$ cat src/design/adcsc_pkg.sv
package adcsc_pkg;

  ////////////////////////////////////////////////////////////////////////////
  // command byte decode
  localparam int CONV_SEL_BIT   = 7;
  localparam int SETUP_SEL_BIT  = 6;
  localparam int CHAN_HI_BIT    = 5;
  localparam int CHAN_LO_BIT    = 3;
  localparam int SCAN_HI_BIT    = 2;
  localparam int SCAN_LO_BIT    = 1;
  localparam int TEMP_BIT       = 0;
  localparam int CLK_HI_BIT     = 5;
  localparam int CLK_LO_BIT     = 4;
  localparam int REF_HI_BIT     = 3;
  localparam int REF_LO_BIT     = 2;
  localparam int DIFF_HI_BIT    = 1;
  localparam int DIFF_LO_BIT    = 0;
  localparam logic [2:0] AVG_PREFIX   = 3'h1;
  localparam logic [4:0] FORCE_PREFIX = 5'h01;
  localparam int REPEAT_HI_BIT  = 1;
  localparam int REPEAT_LO_BIT  = 0;
  localparam int FORCE_BIT      = 0;

  localparam logic [1:0] SCAN_LOW_UP   = 2'h0;
  localparam logic [1:0] SCAN_N_UP     = 2'h1;
  localparam logic [1:0] SCAN_REPEAT   = 2'h2;
  localparam logic [1:0] SCAN_ONCE     = 2'h3;
  localparam logic [1:0] REF_INT_BOTH  = 2'h0;
  localparam logic [1:0] REF_EXT_DIFF  = 2'h3;
  localparam logic [1:0] CLK_EXT_SCLK  = 2'h3;
  localparam logic [1:0] DIFF_UNIPOLAR = 2'h1;
  localparam logic [1:0] DIFF_BIPOLAR  = 2'h2;

  ////////////////////////////////////////////////////////////////////////////
  // reset values
  localparam logic [1:0] CLOCK_MODE_RST = 2'h2;
  localparam logic [1:0] REF_MODE_RST   = 2'h2;
  localparam logic [1:0] DIFF_ADDR_RST  = 2'h0;
  localparam logic [1:0] REPEAT_RST     = 2'h0;
  localparam logic [3:0] PAIR_MASK_RST  = 4'h0;
  localparam logic [7:0] CONV_CMD_RST   = 8'h00;

  ////////////////////////////////////////////////////////////////////////////
  // timing and sizes
  localparam int CLK_HZ            = 25_000_000;
  localparam int TEMP_HOLD_DLY_CYC = 188;
  localparam int TEMP_WAKE_DLY_CYC = 244;
  localparam int PACE_DIV_DEF      = 8;
  localparam int FIFO_DEPTH        = 16;
  localparam int RESULT_W          = 12;
  localparam int LEAD_ZEROS        = 4;
  localparam int WORD_W            = RESULT_W + LEAD_ZEROS;
  localparam int DAC_W             = 10;
  localparam int DAC_FULL_SCALE    = 1024;
  localparam int NUM_CH_DEF        = 8;

  typedef enum logic [2:0] {
    ST_IDLE,
    ST_SETTLE,
    ST_TEMP_WAIT,
    ST_NEXT,
    ST_CONV_WAIT
  } adcsc_state_e;

  // results per repeat scan: 4, 8, 12 or 16
  function automatic logic [4:0] repeat_results(input logic [1:0] rc);
    repeat_results = {1'b0, rc, 2'b00} + 5'h04;
  endfunction

  // put a result into its two-byte readout form
  function automatic logic [WORD_W-1:0] out_word(input logic [RESULT_W-1:0] r);
    out_word = {{LEAD_ZEROS{1'b0}}, r};
  endfunction

endpackage

$ cat src/design/adcsc_result_fifo.sv
`timescale 1ns/1ps
`default_nettype none
module adcsc_result_fifo
  import adcsc_pkg::*;
#(
  parameter int WIDTH = WORD_W,
  parameter int DEPTH = FIFO_DEPTH
) (
  input  wire logic             clock_i,
  input  wire logic             rst_i,
  input  wire logic             push_i,
  input  wire logic [WIDTH-1:0] push_data_i,
  input  wire logic             pop_i,
  output logic                  pop_valid_o,
  output logic      [WIDTH-1:0] pop_data_o,
  output logic                  full_o
);

  localparam int AW = $clog2(DEPTH);

  if (DEPTH < 2 || (DEPTH & (DEPTH - 1)) != 0) begin : g_bad_depth
    $error("result fifo depth must be a power of two");
  end

  typedef struct packed {
    logic [DEPTH-1:0][WIDTH-1:0] mem;
    logic [AW-1:0]               wr;
    logic [AW-1:0]               rd;
    logic [AW:0]                 cnt;
  } adcsc_fifo_s;

  adcsc_fifo_s s;
  adcsc_fifo_s next_s;
  logic        do_pop;

  assign full_o      = (s.cnt == (AW + 1)'(DEPTH));
  assign pop_valid_o = (s.cnt != '0);
  assign pop_data_o  = s.mem[s.rd];
  assign do_pop      = pop_i & pop_valid_o;

  ////////////////////////////////////////////////////////////////////////////
  always_comb begin
    next_s = s;
    if (push_i) begin
      next_s.mem[s.wr] = push_data_i;
      next_s.wr        = s.wr + 1'b1;
    end
    if (do_pop || (push_i && full_o)) begin
      next_s.rd = s.rd + 1'b1;
    end
    if (push_i && !do_pop && !full_o) begin
      next_s.cnt = s.cnt + 1'b1;
    end else if (do_pop && !push_i) begin
      next_s.cnt = s.cnt - 1'b1;
    end
  end

  always_ff @(posedge clock_i or posedge rst_i) begin
    if (rst_i) begin
      s <= '0;
    end else begin
      s <= next_s;
    end
  end

endmodule
`default_nettype wire

$ cat src/design/adcsc_scan_ctrl.sv
`timescale 1ns/1ps
`default_nettype none
module adcsc_scan_ctrl
  import adcsc_pkg::*;
#(
  parameter int NUM_CH      = NUM_CH_DEF,
  parameter int CNV_PIN_CH  = 7,
  parameter int NEGATIVE_REFERENCE_PIN_PIN_CH = 6,
  parameter int PACE_DIV    = PACE_DIV_DEF
) (
  input  wire logic                clock_i,
  input  wire logic                rst_i,
  input  wire logic                spi_cs_n_i,
  input  wire logic                spi_sclk_i,
  input  wire logic                spi_din_i,
  output logic                     spi_dout_o,
  input  wire logic                conversion_start_pin_n_i,
  input  wire logic                dac_ref_demand_i,
  input  wire logic [DAC_W-1:0]    dac_code_i,
  output logic      [DAC_W-1:0]    dac_code_o,
  output logic                     adc_conv_req_o,
  output logic      [2:0]          adc_conv_chan_o,
  output logic                     adc_conv_diff_o,
  output logic                     adc_conv_temp_o,
  output logic                     adc_pace_o,
  output logic                     adc_ext_clock_o,
  input  wire logic                adc_done_i,
  input  wire logic [RESULT_W-1:0] adc_data_i,
  output logic                     ref_on_o,
  output logic                     adc_ref_internal_o,
  output logic                     dac_ref_internal_o,
  output logic                     adc_ref_differential_o,
  output logic                     negative_reference_pin_active_o,
  output logic                     conversion_start_pin_active_o,
  output logic                     busy_o
);

  if (NUM_CH != 4 && NUM_CH != 8) begin : g_bad_ch
    $error("channel count must be 4 or 8");
  end
  if (PACE_DIV < 2 || PACE_DIV > 16) begin : g_bad_div
    $error("pace divider must be 2 to 16");
  end

  typedef struct packed {
    logic [2:0]          cs_sync;
    logic [2:0]          sclk_sync;
    logic [1:0]          din_sync;
    logic [2:0]          cnv_sync;
    logic [7:0]          rx;
    logic [2:0]          rx_cnt;
    logic                mode_pending;
    logic                frame_ignore;
    logic [WORD_W-1:0]   tx;
    logic [1:0]          clock_mode;
    logic [1:0]          ref_mode;
    logic [1:0]          diff_addr;
    logic [3:0]          pair_uni;
    logic [3:0]          pair_bip;
    logic [1:0]          repeat_count;
    logic                force_on;
    logic [7:0]          conv_cmd;
    logic                conv_go;
    adcsc_state_e        state;
    logic [3:0]          cur;
    logic [4:0]          reps;
    logic [7:0]          delay;
    logic                req;
    logic [2:0]          req_chan;
    logic                req_diff;
    logic                req_temp;
    logic [RESULT_W-1:0] temp_data;
    logic                temp_valid;
    logic [3:0]          pace_cnt;
    logic                pace;
    logic [DAC_W-1:0]    dac_code;
  } adcsc_ctrl_s;

  adcsc_ctrl_s         s;
  adcsc_ctrl_s         next_s;
  logic                cs_low;
  logic                cs_fall;
  logic                sclk_fall;
  logic                sclk_rise;
  logic                cnv_fall;
  logic                byte_done;
  logic [7:0]          rx_byte;
  logic [2:0]          chan_n;
  logic [1:0]          scan_mode;
  logic [3:0]          pair_diff;
  logic                sel_diff;
  logic [2:0]          sel_ch;
  logic                sel_block;
  logic [3:0]          cur_next;
  logic                range_done;
  logic                ref_hold;
  logic                start;
  logic                fifo_push;
  logic                fifo_pop;
  logic                fifo_valid;
  logic [WORD_W-1:0]   fifo_data;

  // true when the channel, or either pin of its pair, serves another function
  function automatic logic chan_blocked(input logic [2:0] ch, input logic diff,
                                        input logic [1:0] ck, input logic [1:0] rf);
    logic hit_cnv;
    logic hit_negative_reference_pin;
    hit_cnv  = (ch == 3'(CNV_PIN_CH)) || (diff && (ch + 3'h1) == 3'(CNV_PIN_CH));
    hit_negative_reference_pin = (ch == 3'(NEGATIVE_REFERENCE_PIN_PIN_CH)) || (diff && (ch + 3'h1) == 3'(NEGATIVE_REFERENCE_PIN_PIN_CH));
    chan_blocked = (hit_cnv && !ck[1]) || (hit_negative_reference_pin && rf[0]);
  endfunction

  ////////////////////////////////////////////////////////////////////////////
  // edge detection on the resynchronised serial and conversion start pins
  assign cs_low    = ~s.cs_sync[1];
  assign cs_fall   = s.cs_sync[2] & ~s.cs_sync[1];
  assign sclk_fall = s.sclk_sync[2] & ~s.sclk_sync[1];
  assign sclk_rise = ~s.sclk_sync[2] & s.sclk_sync[1];
  assign cnv_fall  = s.cnv_sync[2] & ~s.cnv_sync[1];
  assign rx_byte   = {s.rx[6:0], s.din_sync[1]};
  assign byte_done = cs_low & sclk_fall & (s.rx_cnt == 3'h7);

  ////////////////////////////////////////////////////////////////////////////
  // scan channel selection
  assign chan_n     = s.conv_cmd[CHAN_HI_BIT:CHAN_LO_BIT];
  assign scan_mode  = s.conv_cmd[SCAN_HI_BIT:SCAN_LO_BIT];
  assign pair_diff  = s.pair_uni | s.pair_bip;
  assign sel_diff   = pair_diff[s.cur[2:1]];
  assign sel_ch     = sel_diff ? {s.cur[2:1], 1'b0} : s.cur[2:0];
  assign sel_block  = chan_blocked(sel_ch, sel_diff, s.clock_mode, s.ref_mode);
  assign cur_next   = {1'b0, sel_ch} + (sel_diff ? 4'h2 : 4'h1);

  always_comb begin
    case (scan_mode)
      SCAN_LOW_UP: range_done = (s.cur > {1'b0, chan_n});
      SCAN_N_UP:   range_done = (s.cur >= 4'(NUM_CH));
      default:     range_done = (s.reps == 5'h00);
    endcase
  end

  assign ref_hold = s.force_on | (dac_ref_demand_i & (s.ref_mode == REF_INT_BOTH));
  assign start    = (s.conv_go & s.clock_mode[1]) | (cnv_fall & ~s.clock_mode[1]);

  assign fifo_push = (s.state == ST_CONV_WAIT) & adc_done_i;
  assign fifo_pop  = cs_fall & ~s.temp_valid;

  adcsc_result_fifo #(
    .WIDTH (WORD_W),
    .DEPTH (FIFO_DEPTH)
  ) u_fifo (
    .clock_i     (clock_i),
    .rst_i       (rst_i),
    .push_i      (fifo_push),
    .push_data_i (out_word(adc_data_i)),
    .pop_i       (fifo_pop),
    .pop_valid_o (fifo_valid),
    .pop_data_o  (fifo_data),
    .full_o      ()
  );

  ////////////////////////////////////////////////////////////////////////////
  always_comb begin
    next_s           = s;
    next_s.cs_sync   = {s.cs_sync[1:0], spi_cs_n_i};
    next_s.sclk_sync = {s.sclk_sync[1:0], spi_sclk_i};
    next_s.din_sync  = {s.din_sync[0], spi_din_i};
    next_s.cnv_sync  = {s.cnv_sync[1:0], conversion_start_pin_n_i};
    next_s.conv_go   = 1'b0;
    next_s.req       = 1'b0;
    next_s.dac_code  = dac_code_i;

    // serial command bytes, taken on falling serial clock
    if (!cs_low) begin
      next_s.rx_cnt       = 3'h0;
      next_s.mode_pending = 1'b0;
      next_s.frame_ignore = 1'b0;
    end else if (sclk_fall) begin
      next_s.rx     = rx_byte;
      next_s.rx_cnt = s.rx_cnt + 3'h1;
      next_s.tx     = {s.tx[WORD_W-2:0], 1'b0};
    end
    if (byte_done && !s.frame_ignore) begin
      if (s.mode_pending) begin
        next_s.mode_pending = 1'b0;
        if (s.diff_addr == DIFF_UNIPOLAR) begin
          next_s.pair_uni = rx_byte[7:4];
        end else begin
          next_s.pair_bip = rx_byte[7:4];
        end
      end else if (rx_byte[CONV_SEL_BIT]) begin
        next_s.conv_cmd = {2'b00, rx_byte[CHAN_HI_BIT:TEMP_BIT]};
        next_s.conv_go  = 1'b1;
      end else if (rx_byte[SETUP_SEL_BIT]) begin
        next_s.clock_mode   = rx_byte[CLK_HI_BIT:CLK_LO_BIT];
        next_s.ref_mode     = rx_byte[REF_HI_BIT:REF_LO_BIT];
        next_s.diff_addr    = rx_byte[DIFF_HI_BIT:DIFF_LO_BIT];
        next_s.mode_pending = (rx_byte[DIFF_HI_BIT:DIFF_LO_BIT] == DIFF_UNIPOLAR) ||
                              (rx_byte[DIFF_HI_BIT:DIFF_LO_BIT] == DIFF_BIPOLAR);
      end else if (rx_byte[7:5] == AVG_PREFIX) begin
        next_s.repeat_count = rx_byte[REPEAT_HI_BIT:REPEAT_LO_BIT];
      end else if (rx_byte[7:3] == FORCE_PREFIX) begin
        next_s.force_on = rx_byte[FORCE_BIT];
      end else begin
        next_s.frame_ignore = 1'b1;
      end
    end

    // readout word, loaded as the frame opens
    if (cs_fall) begin
      if (s.temp_valid) begin
        next_s.tx         = out_word(s.temp_data);
        next_s.temp_valid = 1'b0;
      end else if (fifo_valid) begin
        next_s.tx = fifo_data;
      end else begin
        next_s.tx = '0;
      end
    end

    // conversion pacing: divider or serial clock
    if (s.clock_mode == CLK_EXT_SCLK) begin
      next_s.pace     = sclk_rise;
      next_s.pace_cnt = 4'h0;
    end else if (s.pace_cnt == 4'(PACE_DIV - 1)) begin
      next_s.pace     = 1'b1;
      next_s.pace_cnt = 4'h0;
    end else begin
      next_s.pace     = 1'b0;
      next_s.pace_cnt = s.pace_cnt + 4'h1;
    end

    // scan sequencer
    case (s.state)
      ST_IDLE: begin
        if (start) begin
          next_s.cur  = (scan_mode == SCAN_LOW_UP) ? 4'h0 : {1'b0, chan_n};
          next_s.reps = (scan_mode == SCAN_REPEAT) ? repeat_results(s.repeat_count)
                                                   : 5'h01;
          if (s.conv_cmd[TEMP_BIT]) begin
            next_s.state = ST_SETTLE;
            next_s.delay = ref_hold ? 8'(TEMP_HOLD_DLY_CYC - 1)
                                    : 8'(TEMP_WAKE_DLY_CYC - 1);
          end else begin
            next_s.state = ST_NEXT;
          end
        end
      end
      ST_SETTLE: begin
        if (s.delay == 8'h00) begin
          next_s.req      = 1'b1;
          next_s.req_temp = 1'b1;
          next_s.req_diff = 1'b0;
          next_s.req_chan = 3'h0;
          next_s.state    = ST_TEMP_WAIT;
        end else begin
          next_s.delay = s.delay - 8'h01;
        end
      end
      ST_TEMP_WAIT: begin
        if (adc_done_i) begin
          next_s.temp_data  = adc_data_i;
          next_s.temp_valid = 1'b1;
          next_s.state      = ST_NEXT;
        end
      end
      ST_NEXT: begin
        if (range_done) begin
          next_s.state = ST_IDLE;
        end else if (sel_block) begin
          next_s.cur  = cur_next;
          next_s.reps = 5'h00;
          if (scan_mode == SCAN_LOW_UP || scan_mode == SCAN_N_UP) begin
            next_s.reps = s.reps;
          end
        end else begin
          next_s.req      = 1'b1;
          next_s.req_temp = 1'b0;
          next_s.req_diff = sel_diff;
          next_s.req_chan = sel_ch;
          next_s.state    = ST_CONV_WAIT;
        end
      end
      ST_CONV_WAIT: begin
        if (adc_done_i) begin
          next_s.state = ST_NEXT;
          if (scan_mode == SCAN_LOW_UP || scan_mode == SCAN_N_UP) begin
            next_s.cur = cur_next;
          end else begin
            next_s.reps = s.reps - 5'h01;
          end
        end
      end
      default: begin
        next_s.state = ST_IDLE;
      end
    endcase

    // a fresh temperature result beats the read that clears the old one
    if (s.state == ST_TEMP_WAIT && adc_done_i) begin
      next_s.temp_valid = 1'b1;
    end
  end

  always_ff @(posedge clock_i or posedge rst_i) begin
    if (rst_i) begin
      s              <= '0;
      s.cs_sync      <= 3'h7;
      s.sclk_sync    <= 3'h0;
      s.cnv_sync     <= 3'h7;
      s.clock_mode   <= CLOCK_MODE_RST;
      s.ref_mode     <= REF_MODE_RST;
      s.diff_addr    <= DIFF_ADDR_RST;
      s.pair_uni     <= PAIR_MASK_RST;
      s.pair_bip     <= PAIR_MASK_RST;
      s.repeat_count <= REPEAT_RST;
      s.conv_cmd     <= CONV_CMD_RST;
      s.state        <= ST_IDLE;
    end else begin
      s <= next_s;
    end
  end

  ////////////////////////////////////////////////////////////////////////////
  // outputs
  assign spi_dout_o                      = s.tx[WORD_W-1];
  assign dac_code_o                      = s.dac_code;
  assign adc_conv_req_o                  = s.req;
  assign adc_conv_chan_o                 = s.req_chan;
  assign adc_conv_diff_o                 = s.req_diff;
  assign adc_conv_temp_o                 = s.req_temp;
  assign adc_pace_o                      = s.pace;
  assign adc_ext_clock_o                 = (s.clock_mode == CLK_EXT_SCLK);
  assign ref_on_o                        = ref_hold | (s.state != ST_IDLE &&
                                           (s.conv_cmd[TEMP_BIT] || !s.ref_mode[0]));
  assign adc_ref_internal_o              = ~s.ref_mode[0];
  assign dac_ref_internal_o              = (s.ref_mode == REF_INT_BOTH);
  assign adc_ref_differential_o          = (s.ref_mode == REF_EXT_DIFF);
  assign negative_reference_pin_active_o = s.ref_mode[0];
  assign conversion_start_pin_active_o   = ~s.clock_mode[1];
  assign busy_o                          = (s.state != ST_IDLE);

endmodule
`default_nettype wire
$ cat config.mk
export PLATFORM = sky130hd
export DESIGN_NAME = adcsc_scan_ctrl
export DESIGN_NICKNAME = d
export VERILOG_FILES = /design/src/design/adcsc_pkg.sv /design/src/design/adcsc_result_fifo.sv /design/src/design/adcsc_scan_ctrl.sv
export SDC_FILE = /design/constraint.sdc
export NUM_CORES = 1
export LEC_CHECK = 0
export BUFFER_PORTS_ARGS = -buffer_cell sky130_fd_sc_hd__buf_2
export CAP_MARGIN = 5
export CORE_UTILIZATION = 40
export CTS_CLUSTER_SIZE = 25
export DETAILED_ROUTE_END_ITERATION = 7
export HOLD_SLACK_MARGIN = 0.08
export PLACE_DENSITY = 0.52
export RECOVER_POWER = 50
export SLEW_MARGIN = 20
export SYNTH_ARGS = -nofsm -noshare
export SYNTH_HDL_FRONTEND = slang
export SYNTH_SLANG_ARGS = --single-unit
$ cat constraint.sdc
create_clock -name clock_i -period 20.1 [get_ports clock_i]
set_clock_uncertainty 0.05 [all_clocks]
set_input_delay 1.005 -clock clock_i [delete_from_list [all_inputs] [get_ports clock_i]]
set_output_delay 1.005 -clock clock_i [all_outputs]
set_load 0.05 [all_outputs]
==> results.ini <==
[sta]
hold_violations=0
tns_ns=0
rsz0062_at_grt=false
relSlewSlack_pct=-301
fin_crit_ns=7.96
worstMarginPinSlew_ns=5.98
setup_violations=0
fmax_mhz=126
final-max-slew-violation-count=294
final.period_utilization_pct=39.6

[global_route]
antenna_found_initial=0
grt_max_degree=133
grt-busiest-layer=met2
grt_pass1_wl_um=56500
grtUsageTotal_pct=18.3
grt_util_met2_pct=29.0
grt_overflow=0
grtUsageMet1_pct=25.6
use_met3_pct=3.07
grt_pass1_vias=9068

[floorplanning]
die_w_um=201
chipHeight_um=201
initial_core_util_pct=40.7
core.rowCount=72
core-area_um2=38800
die_area_um2=40300
io_pins=56

[route]
dr.pass1.iters=4
wl_um=35300
wire_per_inst_um=21.5
antenna_left=0
vias=8629
drc_errors=0
drt_iter0_markers=431
viasPerCell=5.26

[synthesis]
avgSynthCellArea_um2=14.9
synth_seq_cells=322
syn-num-nets=1113
syn_inst=1062
yosysWarningCount=0
synth_cell_type_count=67
synth_largest_area_cell=dfrtp_1
async_flop_share_pct=100
synth_top_area_share_pct=49.7
ys_seq_area_share_pct=51.1
synth_area_um2=15800
synthTopCellsByArea=dfrtp_1 (50%), mux2_4 (12%), mux2_2 (7.3%)
synth-main-ff-cell=dfrtp_1
synth_edf_count=0

[power_and_ir_drop]
p_leak_nw=8.43
powerDensity_nw_per_um2=121
ir_worst_vdd_mv=0.0468
report.power.total_w=0.00210

[clocking]
cts.sinks=322
clock_latency_ns=0.54
cts-root-buf=clkbuf_16
cts_hold_buffers=0
post-cts-setup-buffers=0
cts_buffers=38
cts-resized-gates=0
clk_pin_slew_worst_paths_ns=0.06
cts_tree=done
htree_levels=2
clockBufferDepth=3

[cells_and_area]
syn2layout_area_growth_pct=9.95
antenna_cells=0
final_common_cell=dfrtp_1
final_cell_mix=dfrtp_1 (312), mux2_4 (122), mux2_2 (102), nor2_1 (45), mux4_2 (42)
drive_gt1_share_pct=36.8
nNetsFinal=1143
fill_cells=3489

[job]
maxCapViolations=5

[min_path]
hp-class=reg2reg
whs_path_depth=0

[worst_setup_path]
cp_max_fo=132
cp_data_required_time_ns=19.74
cp.arrival_ns=7.60
start_kind=input pin
reg2reg_depth=10
path_class=in2async
critPathCaptureType=asynchronous set/reset pin

[placement]
place.port_buffers=55
dpl.hpwl_um=20800
gp_congestion=0.786

[run_status]
violations=capacitance limit, slew limit
status=finished, violations left

final cells by class:
type	count	area, um^2	share of cell area [%]
Clock inverter	9	174	1.00
Tap cell	518	648	3.73
Clock buffer	60	1120	6.48
Sequential cell	322	8070	46.5
Inverter	37	140	0.807
Multi-Input combinational cell	629	6900	39.7
Timing Repair Buffer	64	309	1.78
sequential cells by signal, indices dropped and copies added, names as in the netlist:
name and flops:
adc_conv_chan_o 3, adc_conv_diff_o 1, adc_conv_req_o 1, adc_conv_temp_o 1
adc_pace_o 1, chan_n 3, dac_code_o 10, negative_reference_pin_active_o 1
next_s 7, rx_byte 8, s 80, spi_dout_o 1
u_fifo.s 205
cell families (layout without fill, tap and decap cells):
kind of cell	Yosys count	in the layout	share of synthesized area, %
multiplexers	323	323	30.6
flip-flops	322	322	51.1
AND/OR/NAND/NOR	179	179	6.57
buffers and inverters	111	170	5.01
AO/OA/AOI/OAI	90	90	4.11
adder cells (fa/ha/maj)	21	21	1.76
XOR/XNOR	16	16	0.887
cells in the mapped netlist, types with 5 or more instances:
cell      count
nor2_1       44
mux2i_1      22
buf_6        24
buf_2         7
clkbuf_1     16
a31oi_1       5
nand2_1      30
clkbuf_8      8
nand2b_1      7
nor3_1       11
buf_4        15
nand3b_1      5
o221ai_2      8
nand2_2       6
nor2b_1       7
nand2_4       9
ha_1         19
dfrtp_1     314
dfstp_2       8
and2_1       10
mux2_4      124
a21oi_1      27
mux2_1       14
mux2_2      102
o22ai_1       7
xnor2_1      10
mux4_1       17
nor3b_1       6
inv_1        36
o21ai_0      14
xor2_1        6
mux4_2       42
nand3_1      17
metal layers:
metal / up-vias / routed length (um) / part of all wire [%]
li1: 3927 / - / -
met1: 4535 / 16600 / 47
met2: 114 / 16800 / 48
met3: 53 / 1130 / 3.2
met4: 0 / 800 / 2.3
met5: - / 0 / 0
where the power goes:
part	switching [W]	internal, W
clock network	0.000269	0.000448
registers	0.000113	0.000773
logic	0.000247	0.000248
critical path: stages:
cell and delay, ns:
buf_2 0.10, clkinvlp_2 3.32, clkbuf_1 3.06
final timing paths:
check / from / endpoint / slack [ns]
max: rst_i / u_fifo.s[119] / 12.14
min in group asynchronous: rst_i / dac_code_o[8] / 2.32
min: next_s[115] / next_s[116] / 0.30
min reg2reg: next_s[115] / next_s[116] / 0.30
max reg2reg: s[53] / u_fifo.s[4] / 16.21
max in group clock_i: s[53] / u_fifo.s[4] / 16.21
stage by stage:
stage	worst slack [ns]	std cells	utilization [%]	area, um^2	hold WS, ns
4_1_cts	16.72	1639	45.0	17500	0.303
3_5_place_dp	16.86	1570	41.6	16200	0.292
2_1_floorplan	10.15	1062	-	15800	0.281
3_3_place_gp	16.95	1570	41.6	16200	0.292
6_report	12.14	1639	44.7	17400	0.298
5_1_grt	10.40	1639	44.7	17400	0.315
Note: power is estimated with default switching activity, not from simulation.
